--- config.mk ---
export PLATFORM = sky130hd
export DESIGN_NAME = phy_test_preamble_linkdrop_cfg
export DESIGN_NICKNAME = d
export VERILOG_FILES = /design/src/hdl/phy_cfg_pkg.sv /design/src/hdl/pattern_cfg_if.sv /design/src/hdl/test_pattern_gen.sv /design/src/hdl/fast_link_drop.sv /design/src/hdl/phy_test_preamble_linkdrop_cfg.sv
export SDC_FILE = /design/constraint.sdc
export NUM_CORES = 1
export LEC_CHECK = 0
export BUFFER_PORTS_ARGS = -buffer_cell sky130_fd_sc_hd__clkbuf_2
export CAP_MARGIN = 20
export CELL_PAD_IN_SITES_DETAIL_PLACEMENT = 0
export CELL_PAD_IN_SITES_GLOBAL_PLACEMENT = 1
export CORE_ASPECT_RATIO = 0.9
export CORE_UTILIZATION = 46
export DETAILED_ROUTE_END_ITERATION = 12
export PLACE_DENSITY = 0.95
export SLEW_MARGIN = 10
export SYNTH_ARGS = -nofsm -noshare
export SYNTH_HDL_FRONTEND = slang
export SYNTH_SLANG_ARGS = --single-unit
--- constraint.sdc ---
create_clock -name aclk -period 4.2 [get_ports aclk]
set_input_delay 0.63 -clock aclk [delete_from_list [all_inputs] [get_ports aclk]]
set_output_delay 0.63 -clock aclk [all_outputs]
set_load 0.01 [all_outputs]
--- src/hdl/phy_cfg_pkg.sv ---
// Purpose: shared constants of the phy test, preamble and link-drop register bank
// Assumes: 32-bit axi4-lite data, register index times four is the byte address
// Notes:   sixteen-bit registers sit in the low half of each word
package phy_cfg_pkg;
  // ----------------------------------------------------------------
  // register indices and address width
  // ----------------------------------------------------------------
  localparam logic [15:0] compliance_test_select_idx    = 16'h0027;
  localparam logic [15:0] ten_meg_config_idx            = 16'h002a;
  localparam logic [15:0] fast_link_drop_config_one_idx = 16'h0117;
  localparam logic [15:0] irq_status_idx                = 16'h0180;
  localparam logic [15:0] irq_mask_idx                  = 16'h0181;
  localparam logic [15:0] tx100_pattern_ctrl_idx        = 16'h0428;
  localparam int          addr_w                        = 16;
  // ----------------------------------------------------------------
  // field positions and reset values
  // ----------------------------------------------------------------
  localparam int          test_enable_bit   = 4;
  localparam int          tx100_load_bit    = 4;
  localparam int          tx100_extra_bit   = 5;
  localparam int          preamble_sel_bit  = 14;
  localparam int          win_len_lsb       = 10;
  localparam int          drop_thr_lsb      = 4;
  localparam int          field6_w          = 6;
  localparam logic [15:0] compliance_reset  = 16'h0000;
  localparam logic [15:0] ten_meg_reset     = 16'h4000;
  localparam logic [15:0] fld_cfg_reset     = 16'h0000;
  localparam logic [15:0] tx100_ctrl_reset  = 16'h0000;
  localparam logic [3:0]  irq_reset         = 4'h0;
  // ----------------------------------------------------------------
  // preamble and timing
  // ----------------------------------------------------------------
  localparam logic [7:0]  preamble_byte     = 8'h55;
  localparam logic [7:0]  sfd_byte          = 8'hd5;
  localparam logic [3:0]  long_preamble_max = 4'h7;
  localparam logic [3:0]  short_preamble_gt = 4'h3;
  localparam int          clk_period_ns     = 10;
  localparam int          ten_meg_bit_ns    = 100;
  localparam int          bit_div           = ten_meg_bit_ns / clk_period_ns;
  // ----------------------------------------------------------------
  // line symbols and pattern codes
  // ----------------------------------------------------------------
  typedef enum logic [2:0] {
    sym_idle = 3'b000, sym_one = 3'b001, sym_zero = 3'b010, sym_nlp = 3'b011,
    sym_tp_idle_00 = 3'b100, sym_tp_idle_01 = 3'b101, sym_tp_idle_10 = 3'b110
  } line_sym_type;
  localparam logic [3:0] pat_nlp = 4'h0, pat_one = 4'h1, pat_zero = 4'h2, pat_rep_one = 4'h3;
  localparam logic [3:0] pat_rep_zero = 4'h4, pat_zero_idle = 4'h6, pat_one_idle = 4'h7;
  localparam logic [3:0] pat_1001 = 4'h8, pat_random = 4'h9, pat_idle00 = 4'ha;
  localparam logic [3:0] pat_idle01 = 4'hb, pat_idle10 = 4'hc;
endpackage

--- src/hdl/pattern_cfg_if.sv ---
`timescale 1ns/10ps
// Purpose: carries the test pattern settings from the register bank to the generator
// Assumes: one clock domain
// Notes:   done is a one-cycle pulse back to the bank
interface pattern_cfg_if;
  logic       test_en;
  logic       speed_100;
  logic [3:0] pat10;
  logic [4:0] pat100;
  logic       load100;
  logic       done;
  modport bank (output test_en, output speed_100, output pat10, output pat100, output load100, input done);
  modport gen  (input test_en, input speed_100, input pat10, input pat100, input load100, output done);
endinterface

--- src/hdl/test_pattern_gen.sv ---
`timescale 1ns/10ps
// Purpose: compliance test symbol source for 10 and 100 mbit test modes
// Assumes: line driver consumes one symbol per bit enable
// Notes:   single patterns end in idle and pulse done once
module test_pattern_gen
  import phy_cfg_pkg::*;
(
  // clock and reset
  input  wire logic          aclk,
  input  wire logic          aresetn,
  // settings
  pattern_cfg_if.gen         cfg,
  // line side
  output line_sym_type       line_sym_q
);
  logic [3:0]  div_q;
  logic        bit_en;
  logic        sent_q;
  logic [1:0]  phase_q;
  logic [14:0] lfsr_q;
  logic [31:0] shift_q;
  logic [4:0]  pos_q;
  logic        done_q;
  logic [3:0]  code_q;

  assign bit_en   = (div_q == 4'(bit_div - 1));
  assign cfg.done = done_q;

  always_ff @(posedge aclk) begin
    if (!aresetn || div_q == 4'(bit_div - 1)) begin
      div_q <= 4'h0;
    end else begin
      div_q <= div_q + 4'h1;
    end
  end

  // ----------------------------------------------------------------
  // 100 mbit shift register: a one then pat100 zeros
  // ----------------------------------------------------------------
  always_ff @(posedge aclk) begin
    if (!aresetn || cfg.pat100 == 5'h00) begin
      shift_q <= 32'h0;
      pos_q   <= 5'h0;
    end else if (cfg.load100) begin
      shift_q <= 32'h1;
      pos_q   <= 5'h0;
    end else if (bit_en) begin
      pos_q   <= (pos_q >= cfg.pat100) ? 5'h0 : pos_q + 5'h1;
    end
  end

  // ----------------------------------------------------------------
  // symbol selection
  // ----------------------------------------------------------------
  always_ff @(posedge aclk) begin
    if (!aresetn || !cfg.test_en) begin
      line_sym_q <= sym_idle;
      sent_q     <= 1'b0;
      phase_q    <= 2'h0;
      lfsr_q     <= 15'h7fff;
      done_q     <= 1'b0;
      code_q     <= 4'h0;
    end else begin
      done_q <= 1'b0;
      if (cfg.pat10 != code_q) begin
        // a new code re-arms the single patterns
        sent_q <= 1'b0;
        code_q <= cfg.pat10;
      end else if (bit_en) begin
        phase_q <= phase_q + 2'h1;
        lfsr_q  <= {lfsr_q[13:0], lfsr_q[14] ^ lfsr_q[13]};
        if (cfg.speed_100) begin
          line_sym_q <= (shift_q[0] && pos_q == 5'h0) ? sym_one : sym_zero;
        end else begin
          unique case (cfg.pat10)
            pat_nlp, pat_one, pat_zero: begin
              line_sym_q <= sent_q ? sym_idle
                          : (cfg.pat10 == pat_nlp) ? sym_nlp
                          : (cfg.pat10 == pat_one) ? sym_one : sym_zero;
              sent_q     <= 1'b1;
              done_q     <= !sent_q;
            end
            pat_zero_idle, pat_one_idle: begin
              line_sym_q <= sent_q ? sym_tp_idle_00 : (cfg.pat10 == pat_one_idle) ? sym_one : sym_zero;
              sent_q     <= 1'b1;
              done_q     <= !sent_q;
            end
            pat_rep_one:  line_sym_q <= sym_one;
            pat_rep_zero: line_sym_q <= sym_zero;
            pat_1001:     line_sym_q <= (phase_q == 2'h0 || phase_q == 2'h3) ? sym_one : sym_zero;
            pat_random:   line_sym_q <= lfsr_q[0] ? sym_one : sym_zero;
            pat_idle00:   line_sym_q <= sym_tp_idle_00;
            pat_idle01:   line_sym_q <= sym_tp_idle_01;
            pat_idle10:   line_sym_q <= sym_tp_idle_10;
            default:      line_sym_q <= sym_idle;
          endcase
        end
      end
    end
  end
endmodule

--- src/hdl/fast_link_drop.sv ---
`timescale 1ns/10ps
// Purpose: counts line code errors inside a window and flags link down
// Assumes: err pulses are one cycle, window counts core clock cycles
// Notes:   a zero window or zero threshold disables detection
module fast_link_drop
  import phy_cfg_pkg::*;
#(
  parameter int cnt_w = field6_w
)(
  // clock and reset
  input  wire logic             aclk,
  input  wire logic             aresetn,
  // settings
  input  wire logic [cnt_w-1:0] win_len,
  input  wire logic [cnt_w-1:0] drop_thr,
  // receiver status
  input  wire logic             rx_steady,
  input  wire logic             line_err,
  // result
  output logic                  drop_q
);
  if (cnt_w < 1 || cnt_w > 16) begin : g_bad_width
    $error("cnt_w out of range");
  end
  logic [cnt_w-1:0] win_q;
  logic [cnt_w-1:0] err_q;
  logic             armed;
  logic             count;

  assign armed = (win_len != '0) && (drop_thr != '0);
  assign count = armed && rx_steady;

  always_ff @(posedge aclk) begin
    if (!aresetn || !count) begin
      win_q  <= '0;
      err_q  <= '0;
      drop_q <= 1'b0;
    end else begin
      drop_q <= 1'b0;
      if (win_q >= win_len - 1'b1) begin
        win_q <= '0;
        err_q <= '0;
      end else begin
        win_q <= win_q + 1'b1;
        if (line_err) begin
          err_q <= err_q + 1'b1;
        end
      end
      if (line_err && err_q + 1'b1 == drop_thr) begin
        drop_q <= 1'b1;
      end
    end
  end
endmodule

--- src/hdl/phy_test_preamble_linkdrop_cfg.sv ---
// Purpose: axi4-lite register bank for compliance test, preamble mode and fast link drop
// Assumes: all inputs synchronous to aclk, one outstanding write and read
// Notes:   sixteen-bit registers in the low half of each word, upper half reads zero
`timescale 1ns/10ps
module phy_test_preamble_linkdrop_cfg
  import phy_cfg_pkg::*;
(
  // clock and reset
  input  wire logic              aclk,
  input  wire logic              aresetn,
  // axi4-lite write
  input  wire logic [addr_w-1:0] s_axi_awaddr,
  input  wire logic              s_axi_awvalid,
  output logic                   s_axi_awready,
  input  wire logic [31:0]       s_axi_wdata,
  input  wire logic [3:0]        s_axi_wstrb,
  input  wire logic              s_axi_wvalid,
  output logic                   s_axi_wready,
  output logic [1:0]             s_axi_bresp,
  output logic                   s_axi_bvalid,
  input  wire logic              s_axi_bready,
  // axi4-lite read
  input  wire logic [addr_w-1:0] s_axi_araddr,
  input  wire logic              s_axi_arvalid,
  output logic                   s_axi_arready,
  output logic [31:0]            s_axi_rdata,
  output logic [1:0]             s_axi_rresp,
  output logic                   s_axi_rvalid,
  input  wire logic              s_axi_rready,
  // phy status
  input  wire logic              speed_100,
  input  wire logic              rx_steady,
  input  wire logic              line_err,
  input  wire logic              rx_byte_valid,
  input  wire logic [7:0]        rx_byte,
  // outputs
  output line_sym_type           line_sym,
  output logic                   link_down,
  output logic                   preamble_valid,
  output logic                   irq
);
  // ----------------------------------------------------------------
  // registers
  // ----------------------------------------------------------------
  logic [15:0]       compliance_q;
  logic [15:0]       ten_meg_q;
  logic [15:0]       fld_cfg_q;
  logic [15:0]       tx100_ctrl_q;
  logic [3:0]        status_q;
  logic [3:0]        mask_q;
  logic [3:0]        events;
  logic              load_prev_q;
  logic              irq_q;
  logic              pre_ok_q;
  logic              pre_bad_q;
  logic [3:0]        pre_cnt_q;
  logic              drop_pulse;
  logic              link_down_q;
  pattern_cfg_if     pcfg ();

  // ----------------------------------------------------------------
  // axi4-lite write channel
  // ----------------------------------------------------------------
  logic              aw_held_q;
  logic              w_held_q;
  logic [addr_w-1:0] aw_addr_q;
  logic [31:0]       w_data_q;
  logic [3:0]        w_strb_q;
  logic              wr_go;
  logic [15:0]       wr_idx;
  logic              wr_hit;
  logic [15:0]       wr_mask;

  assign wr_go   = aw_held_q && w_held_q && !s_axi_bvalid;
  assign wr_idx  = {2'b00, aw_addr_q[addr_w-1:2]};
  assign wr_mask = {{8{w_strb_q[1]}}, {8{w_strb_q[0]}}};
  assign wr_hit  = wr_go && aw_addr_q[1:0] == 2'b00;

  always_ff @(posedge aclk) begin
    if (!aresetn) begin
      aw_held_q     <= 1'b0;
      w_held_q      <= 1'b0;
      aw_addr_q     <= '0;
      w_data_q      <= 32'h0;
      w_strb_q      <= 4'h0;
      s_axi_awready <= 1'b0;
      s_axi_wready  <= 1'b0;
      s_axi_bvalid  <= 1'b0;
      s_axi_bresp   <= 2'b00;
    end else begin
      s_axi_awready <= !aw_held_q && !s_axi_awready;
      s_axi_wready  <= !w_held_q && !s_axi_wready;
      if (s_axi_awvalid && s_axi_awready) begin
        aw_held_q     <= 1'b1;
        aw_addr_q     <= s_axi_awaddr;
        s_axi_awready <= 1'b0;
      end
      if (s_axi_wvalid && s_axi_wready) begin
        w_held_q     <= 1'b1;
        w_data_q     <= s_axi_wdata;
        w_strb_q     <= s_axi_wstrb;
        s_axi_wready <= 1'b0;
      end
      if (wr_go) begin
        s_axi_bvalid <= 1'b1;
        s_axi_bresp  <= (aw_addr_q[1:0] == 2'b00) &&
                        (wr_idx == compliance_test_select_idx || wr_idx == ten_meg_config_idx ||
                         wr_idx == fast_link_drop_config_one_idx || wr_idx == irq_status_idx ||
                         wr_idx == irq_mask_idx || wr_idx == tx100_pattern_ctrl_idx) ? 2'b00 : 2'b10;
        aw_held_q    <= 1'b0;
        w_held_q     <= 1'b0;
      end else if (s_axi_bvalid && s_axi_bready) begin
        s_axi_bvalid <= 1'b0;
      end
    end
  end

  // ----------------------------------------------------------------
  // configuration registers
  // ----------------------------------------------------------------
  always_ff @(posedge aclk) begin
    if (!aresetn) begin
      compliance_q <= compliance_reset;
      ten_meg_q    <= ten_meg_reset;
      fld_cfg_q    <= fld_cfg_reset;
      tx100_ctrl_q <= tx100_ctrl_reset;
      mask_q       <= irq_reset;
    end else if (wr_hit) begin
      // reserved bits are kept at zero so they always read back as zero
      unique case (wr_idx)
        compliance_test_select_idx:
          compliance_q <= (compliance_q & ~wr_mask) | (w_data_q[15:0] & wr_mask & 16'h001f);
        ten_meg_config_idx:
          ten_meg_q    <= (ten_meg_q & ~wr_mask) | (w_data_q[15:0] & wr_mask & 16'h4000);
        fast_link_drop_config_one_idx:
          fld_cfg_q    <= (fld_cfg_q & ~wr_mask) | (w_data_q[15:0] & wr_mask & 16'hfff0);
        tx100_pattern_ctrl_idx:
          tx100_ctrl_q <= (tx100_ctrl_q & ~wr_mask) | (w_data_q[15:0] & wr_mask & 16'h0030);
        irq_mask_idx:
          mask_q       <= w_strb_q[0] ? w_data_q[3:0] : mask_q;
        default: ;
      endcase
    end
  end

  // ----------------------------------------------------------------
  // pattern generator hookup
  // ----------------------------------------------------------------
  always_ff @(posedge aclk) begin
    if (!aresetn) begin
      load_prev_q <= 1'b0;
    end else begin
      load_prev_q <= tx100_ctrl_q[tx100_load_bit];
    end
  end

  assign pcfg.test_en   = compliance_q[test_enable_bit];
  assign pcfg.speed_100 = speed_100;
  assign pcfg.pat10     = compliance_q[3:0];
  assign pcfg.pat100    = {tx100_ctrl_q[tx100_extra_bit], compliance_q[3:0]};
  // a new pattern loads only on the clear-then-set of the load bit
  assign pcfg.load100   = tx100_ctrl_q[tx100_load_bit] && !load_prev_q;

  test_pattern_gen u_gen (
    .aclk       (aclk),
    .aresetn    (aresetn),
    .cfg        (pcfg.gen),
    .line_sym_q (line_sym)
  );

  // ----------------------------------------------------------------
  // ten meg preamble check
  // ----------------------------------------------------------------
  logic short_mode;
  assign short_mode = ten_meg_q[preamble_sel_bit];

  always_ff @(posedge aclk) begin
    if (!aresetn || speed_100) begin
      pre_cnt_q <= 4'h0;
      pre_ok_q  <= 1'b0;
      pre_bad_q <= 1'b0;
    end else begin
      pre_ok_q  <= 1'b0;
      pre_bad_q <= 1'b0;
      if (rx_byte_valid) begin
        if (rx_byte == preamble_byte) begin
          // saturate: long mode looks at no more than seven bytes
          if (pre_cnt_q != long_preamble_max) begin
            pre_cnt_q <= pre_cnt_q + 4'h1;
          end
        end else begin
          pre_cnt_q <= 4'h0;
          if (rx_byte == sfd_byte) begin
            if (short_mode ? (pre_cnt_q > short_preamble_gt) : (pre_cnt_q != 4'h0)) begin
              pre_ok_q  <= 1'b1;
            end else begin
              pre_bad_q <= 1'b1;
            end
          end
        end
      end
    end
  end
  assign preamble_valid = pre_ok_q;

  // ----------------------------------------------------------------
  // fast link drop
  // ----------------------------------------------------------------
  fast_link_drop #(.cnt_w(field6_w)) u_fld (
    .aclk      (aclk),
    .aresetn   (aresetn),
    .win_len   (fld_cfg_q[win_len_lsb +: field6_w]),
    .drop_thr  (fld_cfg_q[drop_thr_lsb +: field6_w]),
    .rx_steady (rx_steady),
    .line_err  (line_err),
    .drop_q    (drop_pulse)
  );

  always_ff @(posedge aclk) begin
    if (!aresetn || !rx_steady) begin
      link_down_q <= 1'b0;
    end else if (drop_pulse) begin
      link_down_q <= 1'b1;
    end
  end
  assign link_down = link_down_q;

  // ----------------------------------------------------------------
  // interrupt status, write one to clear, set wins
  // ----------------------------------------------------------------
  assign events = {pcfg.done, pre_bad_q, pre_ok_q, drop_pulse};

  always_ff @(posedge aclk) begin
    if (!aresetn) begin
      status_q <= irq_reset;
    end else if (wr_hit && wr_idx == irq_status_idx && w_strb_q[0]) begin
      status_q <= (status_q & ~w_data_q[3:0]) | events;
    end else begin
      status_q <= status_q | events;
    end
  end

  always_ff @(posedge aclk) begin
    if (!aresetn) begin
      irq_q <= 1'b0;
    end else begin
      irq_q <= |(status_q & mask_q);
    end
  end
  assign irq = irq_q;

  // ----------------------------------------------------------------
  // axi4-lite read channel
  // ----------------------------------------------------------------
  logic [15:0] rd_idx;
  logic [15:0] rd_val;
  logic        rd_ok;

  assign rd_idx = {2'b00, s_axi_araddr[addr_w-1:2]};

  always_comb begin
    rd_val = 16'h0;
    rd_ok  = s_axi_araddr[1:0] == 2'b00;
    unique case (rd_idx)
      compliance_test_select_idx:    rd_val = compliance_q;
      ten_meg_config_idx:            rd_val = ten_meg_q;
      fast_link_drop_config_one_idx: rd_val = fld_cfg_q;
      tx100_pattern_ctrl_idx:        rd_val = tx100_ctrl_q;
      irq_status_idx:                rd_val = {12'h000, status_q};
      irq_mask_idx:                  rd_val = {12'h000, mask_q};
      default:                       rd_ok  = 1'b0;
    endcase
  end

  always_ff @(posedge aclk) begin
    if (!aresetn) begin
      s_axi_arready <= 1'b0;
      s_axi_rvalid  <= 1'b0;
      s_axi_rdata   <= 32'h0;
      s_axi_rresp   <= 2'b00;
    end else begin
      s_axi_arready <= !s_axi_rvalid && !s_axi_arready && s_axi_arvalid;
      if (s_axi_arvalid && s_axi_arready) begin
        s_axi_rvalid <= 1'b1;
        s_axi_rdata  <= {16'h0000, rd_ok ? rd_val : 16'h0000};
        s_axi_rresp  <= rd_ok ? 2'b00 : 2'b10;
      end else if (s_axi_rvalid && s_axi_rready) begin
        s_axi_rvalid <= 1'b0;
      end
    end
  end
endmodule

==> flow_summary_export.csv, run 1 <==
group,metric,value,unit
timing,setup_viol,0,
placement,place_congestion,0.786,
synth,synth_ff_type,"dfxtp_1",
clocking,cts_max_level,4,
timing,worstMarginPinSlew,1010,ps
cells_and_area,layout-drive-gt1-share,0.150,
timing,finalCriticalPeriod,2620,ps
floorplanning,start_util,0.471,
synth,yosys_warnings,0,
timing,fmax,382,MHz
clocking,cts_resized,0,
timing,setup_tns,0,ps
routing,drcViolationCount,0,
synth,netlist_area,8300,sq um
floorplanning,die_h,129,um
global_routing,grt_antenna_before_repair,0,
critical_path,r2r.worst_path.cells,7,
timing,holdWs,407,ps
critical_path,end_kind,"flip-flop",
global_routing,grtUsageTotal,0.215,
routing,wirelength,19.2,mm
synth,syn_inst,943,
clocking,worstSkewPairLatency,440,ps
synth,synth_edf_count,0,
min_path,hold_path_depth,3,
cells_and_area,fin_nets,1125,
global_routing,grt_max_degree,83,
clocking,cts_made_buffers,17,
synth,ys_ff_latch,189,
clocking,path_clk_slew,70,ps
placement,place_inst,1238,
pwr,p_total,3.68,mW
routing,dr_total_vias,6796,
timing,fin_worst_skew,11.0,ps
synth,ys_seq_area_frac,0.456,
global_routing,grt_pass1_wl,31.1,mm
pwr,peakVddDrop,0.343,mV
clocking,cts_setup_buffers,0,
floorplanning,die_w,144,um
placement,hpwl,13.3,mm
critical_path,crit_arrival,2980,ps
pwr,p_leak,3.88,nW
floorplanning,coreArea,17600,sq um
synth,yosys.cell_count.top_type,"dfxtp_1",
routing,routedWlPerCell,15.1,um
pwr,p_per_area,388,nW/um^2
min_path,min_path_type,"in2reg",
cells_and_area,fin_area,9500,sq um
run_status,status,"finished, final reports clean",
critical_path,crit-reg2reg-capture,"u_fld.err_q[1]",
clocking,cts_tree,"done",
floorplanning,io_pins,134,
routing,first_iter_violations,367,
critical_path,rrSetupSlack,1900,ps
run,cap_violations,0,
clocking,cts_sinks,189,
cells_and_area,fin_util,0.539,
cells_and_area,n_fill_cell,1681,
timing,fin_crit_sh,0.623,
clocking,cts_root_buffer,"clkbuf_16",
critical_path,crit_type,"in2reg",
global_routing,grt_pass1_vias,6204,
cells_and_area,layout.cells.non_filler,1270,
min_path,hp-start,"s_axi_wdata[8]",
critical_path,path_max_fanout,17,
timing,postLayoutSetupSlackWorst,1580,ps
placement,pre_cts_slack,1170,ps
timing,maxSlewViolCount,0,
routing,via_per_inst,5.35,
synth,synth_area_per_cell,8.80,sq um
routing,drtAntennaViolNets,0,
critical_path,crit_required,4560,ps
synth,synth_common_cells,"dfxtp_1, nand2_1, nor2_1, a21oi_1, clkbuf_1",
global_routing,grt-ovfl-total,0,
floorplanning,rows,46,
synth,yosysTopAreaCell,"dfxtp_1",
cells_and_area,diodes,0,
synth,async_reset_ff_frac,0,
clocking,clock_path_buffers,2,
synth,synth_top_area_frac,0.456,
synth,synth_area_leaders,"dfxtp_1, nand2_1, a21oi_1",
floorplanning,dieArea,18600,sq um
timing,max-slew-margin-rel,0.325,
critical_path,start_kind,"input port",
timing,rsz0062_at_grt,"no",
min_path,min_to,"w_data_q[8]",
placement,placed_area,8880,sq um
synth,synthDistinctLibCells,65,
placement,port_buffers,97,
timing,final-hold-violation-count,0,
clocking,cts_hold_buffers,0,
routing,firstDrtPassIters,7,
cells_and_area,area_growth,14.4,%
[worst max-delay path by stage]
stage                            to  cells after the start            start
floorplan           s_axi_rdata[12]                      7  s_axi_araddr[2]
global placement     s_axi_rdata[1]                      6  s_axi_araddr[6]
detailed placement   s_axi_rdata[1]                      6  s_axi_araddr[6]
CTS                  s_axi_rdata[1]                      6  s_axi_araddr[6]
global route         s_axi_rdata[3]                      6  s_axi_araddr[6]
finish               s_axi_rdata[1]                      6  s_axi_araddr[6]
[report_power, final]
part | switching [mW] | leakage (nW) | internal [mW]
combinational | 0.102 | 2.05 | 0.0579
clock | 0.689 | 0.304 | 0.998
sequential | 0.0220 | 1.53 | 1.81
total | 0.814 | 3.88 | 2.87
[layer usage]
metal / up-vias / share of wire / track usage
li1: 3402 / - / -
met1: 3206 / 0.50 / 0.304
met2: 165 / 0.43 / 0.322
met3: 23 / 0.051 / 0.0462
met4: 0 / 0.013 / 0.0732
met5: - / 0 / 0
[worst max-delay path, stage by stage]
cell and delay (ps):
clkbuf_2 140, nor4b_4 400, nand4_2 510, o21bai_2 860, o221ai_1 250, a21oi_1 180
[logic make-up (layout without fill, tap and decap cells)]
logic type	Yosys count	after routing	synth area share
AO/OA/AOI/OAI	166	166	0.134
XOR/XNOR	34	34	0.0359
adder cells (fa/ha/maj)	21	21	0.0317
buffers and inverters	102	172	0.0546
flip-flops	189	189	0.456
multiplexers	31	31	0.0375
other	1	18	0.000452
AND/OR/NAND/NOR	399	399	0.250
[cells in the final DEF (no fill, tap or decap), drive strengths merged, types with 3 or more instances in the layout]
master	instances
nor3b	6
and3b	4
xnor2	21
a21oi	65
buf	4
ha	21
a211oi	7
nand3	29
dfxtp	189
o32ai	15
nor4b	7
clkbuf	115
nand3b	5
nand4b	3
a22oi	17
bufinv	4
or2	3
xor2	13
o21ai	12
nor2	71
and3	27
nor4	6
conb	18
or4	3
and2	40
nand2	149
nand2b	7
nor2b	4
clkinv	7
nand4	14
a31oi	7
nor3	14
mux2i	30
o221ai	19
inv	41
a21o	5
[layout make-up]
type                    instances  area (sq um)  area share
multi-input cells             669          4130       0.435
well taps                     240           300      0.0316
repair buffers                101           515      0.0543
clock buffers                  18           429      0.0452
inverters                      39           146      0.0154
flip-flops and latches        189          3780       0.398
clock inverters                14           191      0.0202
(Power assumes the default switching activity.)
==> run 2: changes to the inputs <==
--- a/config.mk
+++ b/config.mk
@@ -5,14 +5,15 @@
 export SDC_FILE = /design/constraint.sdc
 export NUM_CORES = 1
 export LEC_CHECK = 0
+export ABC_AREA = 1
 export BUFFER_PORTS_ARGS = -buffer_cell sky130_fd_sc_hd__clkbuf_2
 export CAP_MARGIN = 20
 export CELL_PAD_IN_SITES_DETAIL_PLACEMENT = 0
 export CELL_PAD_IN_SITES_GLOBAL_PLACEMENT = 1
 export CORE_ASPECT_RATIO = 0.9
-export CORE_UTILIZATION = 46
+export CORE_UTILIZATION = 37
 export DETAILED_ROUTE_END_ITERATION = 12
-export PLACE_DENSITY = 0.95
+export PLACE_DENSITY = 0.87
 export SLEW_MARGIN = 10
 export SYNTH_ARGS = -nofsm -noshare
 export SYNTH_HDL_FRONTEND = slang
==> constraint.sdc (replaced) <==
create_clock -name aclk -period 2.4 [get_ports aclk]
set_input_delay 0.36 -clock aclk [delete_from_list [all_inputs] [get_ports aclk]]
set_output_delay 0.36 -clock aclk [all_outputs]
set_load 0.01 [all_outputs]
==> run 2 against run 1 <==
Via count up 5.3%. Critical endpoint is now u_fld.err_q[4]. Sequential cell count stayed put. Total power increased by 72%. Sequential share of layout area fell by 0.81 points. Clock power is 65% higher. Final area grew 2.1%. Largest cell class unchanged. Die area increased by 25%. Worst hold slack got worse by 250 ps.
==> flow_summary_export.csv, run 2 <==
group,metric,value,unit
run_status,status,"finished, final reports clean",
timing,finalCriticalPeriod,1980,ps
critical_path,crit-reg2reg-capture,"u_fld.err_q[4]",
routing,wirelength,19.7,mm
critical_path,start_kind,"flip-flop",
critical_path,path_max_fanout,12,
floorplanning,die_h,145,um
clocking,cts_made_buffers,17,
floorplanning,dieArea,23300,sq um
critical_path,cp-endpoint,"u_fld.err_q[4]",
synth,syn_inst,1110,
critical_path,rrSetupSlack,420,ps
timing,fin_crit_sh,0.824,
pwr,internal-power,4.85,mW
synth,synth_area_per_cell,7.57,sq um
timing,final-hold-violation-count,0,
pwr,p_sw_frac,0.235,
global_routing,grt_pass1_wl,32.7,mm
min_path,min_path_type,"in2reg",
synth,synth_area_leaders,"dfxtp_1, nand2_1, nor2_1",
critical_path,r2r.worst_path.cells,12,
clocking,cts_max_level,4,
global_routing,grtUsageTotal,0.174,
global_routing,grt_antenna_before_repair,0,
routing,firstDrtPassIters,5,
timing,setup_viol,0,
global_routing,grt_busiest_layer,"met1",
global_routing,gr-usage-met1,0.257,
clocking,cts_sinks,189,
cells_and_area,fin_nets,1309,
clocking,cts_hold_buffers,0,
pwr,p_total,6.34,mW
routing,via_per_inst,4.76,
routing,drcViolationCount,0,
critical_path,crit_arrival,2350,ps
placement,port_buffers,97,
synth,synth_top_area_frac,0.450,
cells_and_area,most-common-layout-cells,"dfxtp_1, nand2_1, nor2_1",
synth,yosysTopAreaCell,"dfxtp_1",
clocking,cts_setup_buffers,0,
timing,fmax,506,MHz
timing,max-slew-margin-rel,0.468,
clocking,cts_tree,"done",
synth,ys_seq_area_frac,0.450,
pwr,p_per_area,654,nW/um^2
pwr,pwr-share-comb,0.051,
timing,maxSlewViolCount,0,
timing,fin_worst_skew,8.53,ps
critical_path,critPathSlowestCell,"dfxtp_1",
clocking,clock_path_buffers,2,
pwr,switchingPower,1.49,mW
timing,holdWs,155,ps
floorplanning,coreArea,22000,sq um
global_routing,grt_max_degree,49,
critical_path,crit_type,"reg2reg",
global_routing,grtUsageMet3,0.0400,
synth,synth_common_cells,"dfxtp_1, nand2_1, nor2_1, nand3_1, inv_1",
synth,synth_ff_type,"dfxtp_1",
clocking,path_clk_slew,70,ps
placement,hpwl,14.4,mm
global_routing,grt_pass1_vias,6576,
clocking,cts_resized,0,
global_routing,grt-ovfl-total,0,
timing,worstMarginPinSlew,796,ps
floorplanning,rows,51,
synth,yosys_warnings,0,
routing,dr_total_vias,7159,
cells_and_area,diodes,0,
critical_path,crit_top_cell,"inv_1",
routing,routedWlPerCell,13.1,um
cells_and_area,layout-drive-gt1-share,0.163,
critical_path,slowest_delay,380,ps
pwr,peakVddDrop,0.435,mV
clocking,cts_root_buffer,"clkbuf_16",
cells_and_area,layout_commonest_cell,"dfxtp_1",
placement,place_inst,1473,
timing,setup_tns,0,ps
floorplanning,die_w,161,um
cells_and_area,fin_util,0.442,
synth,ys_ff_latch,189,
run,cap_violations,0,
global_routing,grt_use_met2,0.252,
synth,synth_edf_count,0,
clocking,worstSkewPairLatency,430,ps
routing,drtAntennaViolNets,0,
pwr,seq_power_share,0.508,
cells_and_area,layout.cells.non_filler,1505,
synth,yosys.cell_count.top_type,"dfxtp_1",
min_path,hold_path_depth,3,
floorplanning,io_pins,134,
synth,synthDistinctLibCells,45,
critical_path,crit_required,2770,ps
critical_path,crit_chain,"inv_1 > ha_1 > nand3_1 > xnor2_1 > inv_1 > ha_1 > nand2_1 > inv_1 > o211ai_1 > nand4_1 > buf_4 > nor2_1",
critical_path,end_kind,"flip-flop",
floorplanning,start_util,0.383,
pwr,p_clk_frac,0.440,
synth,async_reset_ff_frac,0,
placement,place_congestion,0.844,
synth,netlist_area,8400,sq um
timing,rsz0062_at_grt,"no",
routing,first_iter_violations,571,
cells_and_area,area_growth,15.4,%
pwr,p_leak,4.11,nW
## run 2: changes by cell type after synthesis, sizes merged, moves of 26 or more
| cell | before | now |
|---|---|---|
| a21oi | 65 | 97 |
| and2 | 40 | 2 |
| and3 | 27 | 1 |
| inv | 39 | 101 |
| mux2i | 30 | 1 |
| nand2 | 149 | 192 |
| nand3 | 29 | 105 |
| nor2 | 71 | 155 |
| o21ai | 12 | 78 |
## run 2: worst min-delay path by stage
stage | from | to | slack [ps]
2_1_floorplan | aw_held_q | s_axi_awready | 400
3_5_place_dp | aw_held_q | s_axi_awready | 420
6_report | s_axi_arvalid | s_axi_arready | 150
4_1_cts | s_axi_arvalid | s_axi_arready | 140
3_3_place_gp | w_held_q | s_axi_wready | 410
5_1_grt | s_axi_arvalid | s_axi_arready | 170
## run 2: metal layers
| metal | wire (um) | share of wire | up-vias |
|---|---|---|---|
| met5 | 0 | 0 | - |
| met4 | 219 | 0.011 | 0 |
| met3 | 1100 | 0.056 | 13 |
| met2 | 8230 | 0.42 | 183 |
| met1 | 10200 | 0.52 | 3178 |
| li1 | - | - | 3785 |
## run 2: kinds of logic (layout without fill, tap and decap cells)
group	count (synthesis)	after routing	share of synthesized area
multiplexers	1	1	0.00119
XOR/XNOR	25	25	0.0261
other	1	18	0.000446
flip-flops	189	189	0.450
buffers and inverters	165	252	0.0877
adder cells (fa/ha/maj)	21	21	0.0313
AO/OA/AOI/OAI	184	184	0.117
AND/OR/NAND/NOR	524	524	0.286
## run 2: cell type report
type	instances	area [sq um]
sequential	189	3780
clock buffer	19	433
timing repair buffer	118	643
clock inverter	13	141
tap	291	364
multi-input combinational	773	3950
inverter	102	383
fill	2278	12300
## run 2: critical path: cells and delay by family, from the launching register on
kind	cells	cell delay, ps
buffers and inverters	4	430
and+or+nand+nor	4	390
DFF	1	380
AOI/OAI and AO/OA	1	80
xor gates and xnor gates	1	110
adders and majority gates	2	510
## run 2: stage by stage
stage	instance area, sq um	worst slack, ps
floorplan	8470	480
global placement	9120	510
detailed placement	9120	434
CTS	9690	409
global route	9690	203
finish	9690	423
## run 2: power by group through the flow
stage | registers, mW | clock network, mW | logic [mW]
floorplan | 3.29 | 0 | 0.222
global placement | 3.29 | 0 | 0.319
detailed placement | 3.29 | 0 | 0.325
CTS | 3.22 | 2.84 | 0.326
global route | 3.23 | 2.99 | 0.370
finish | 3.22 | 2.79 | 0.325
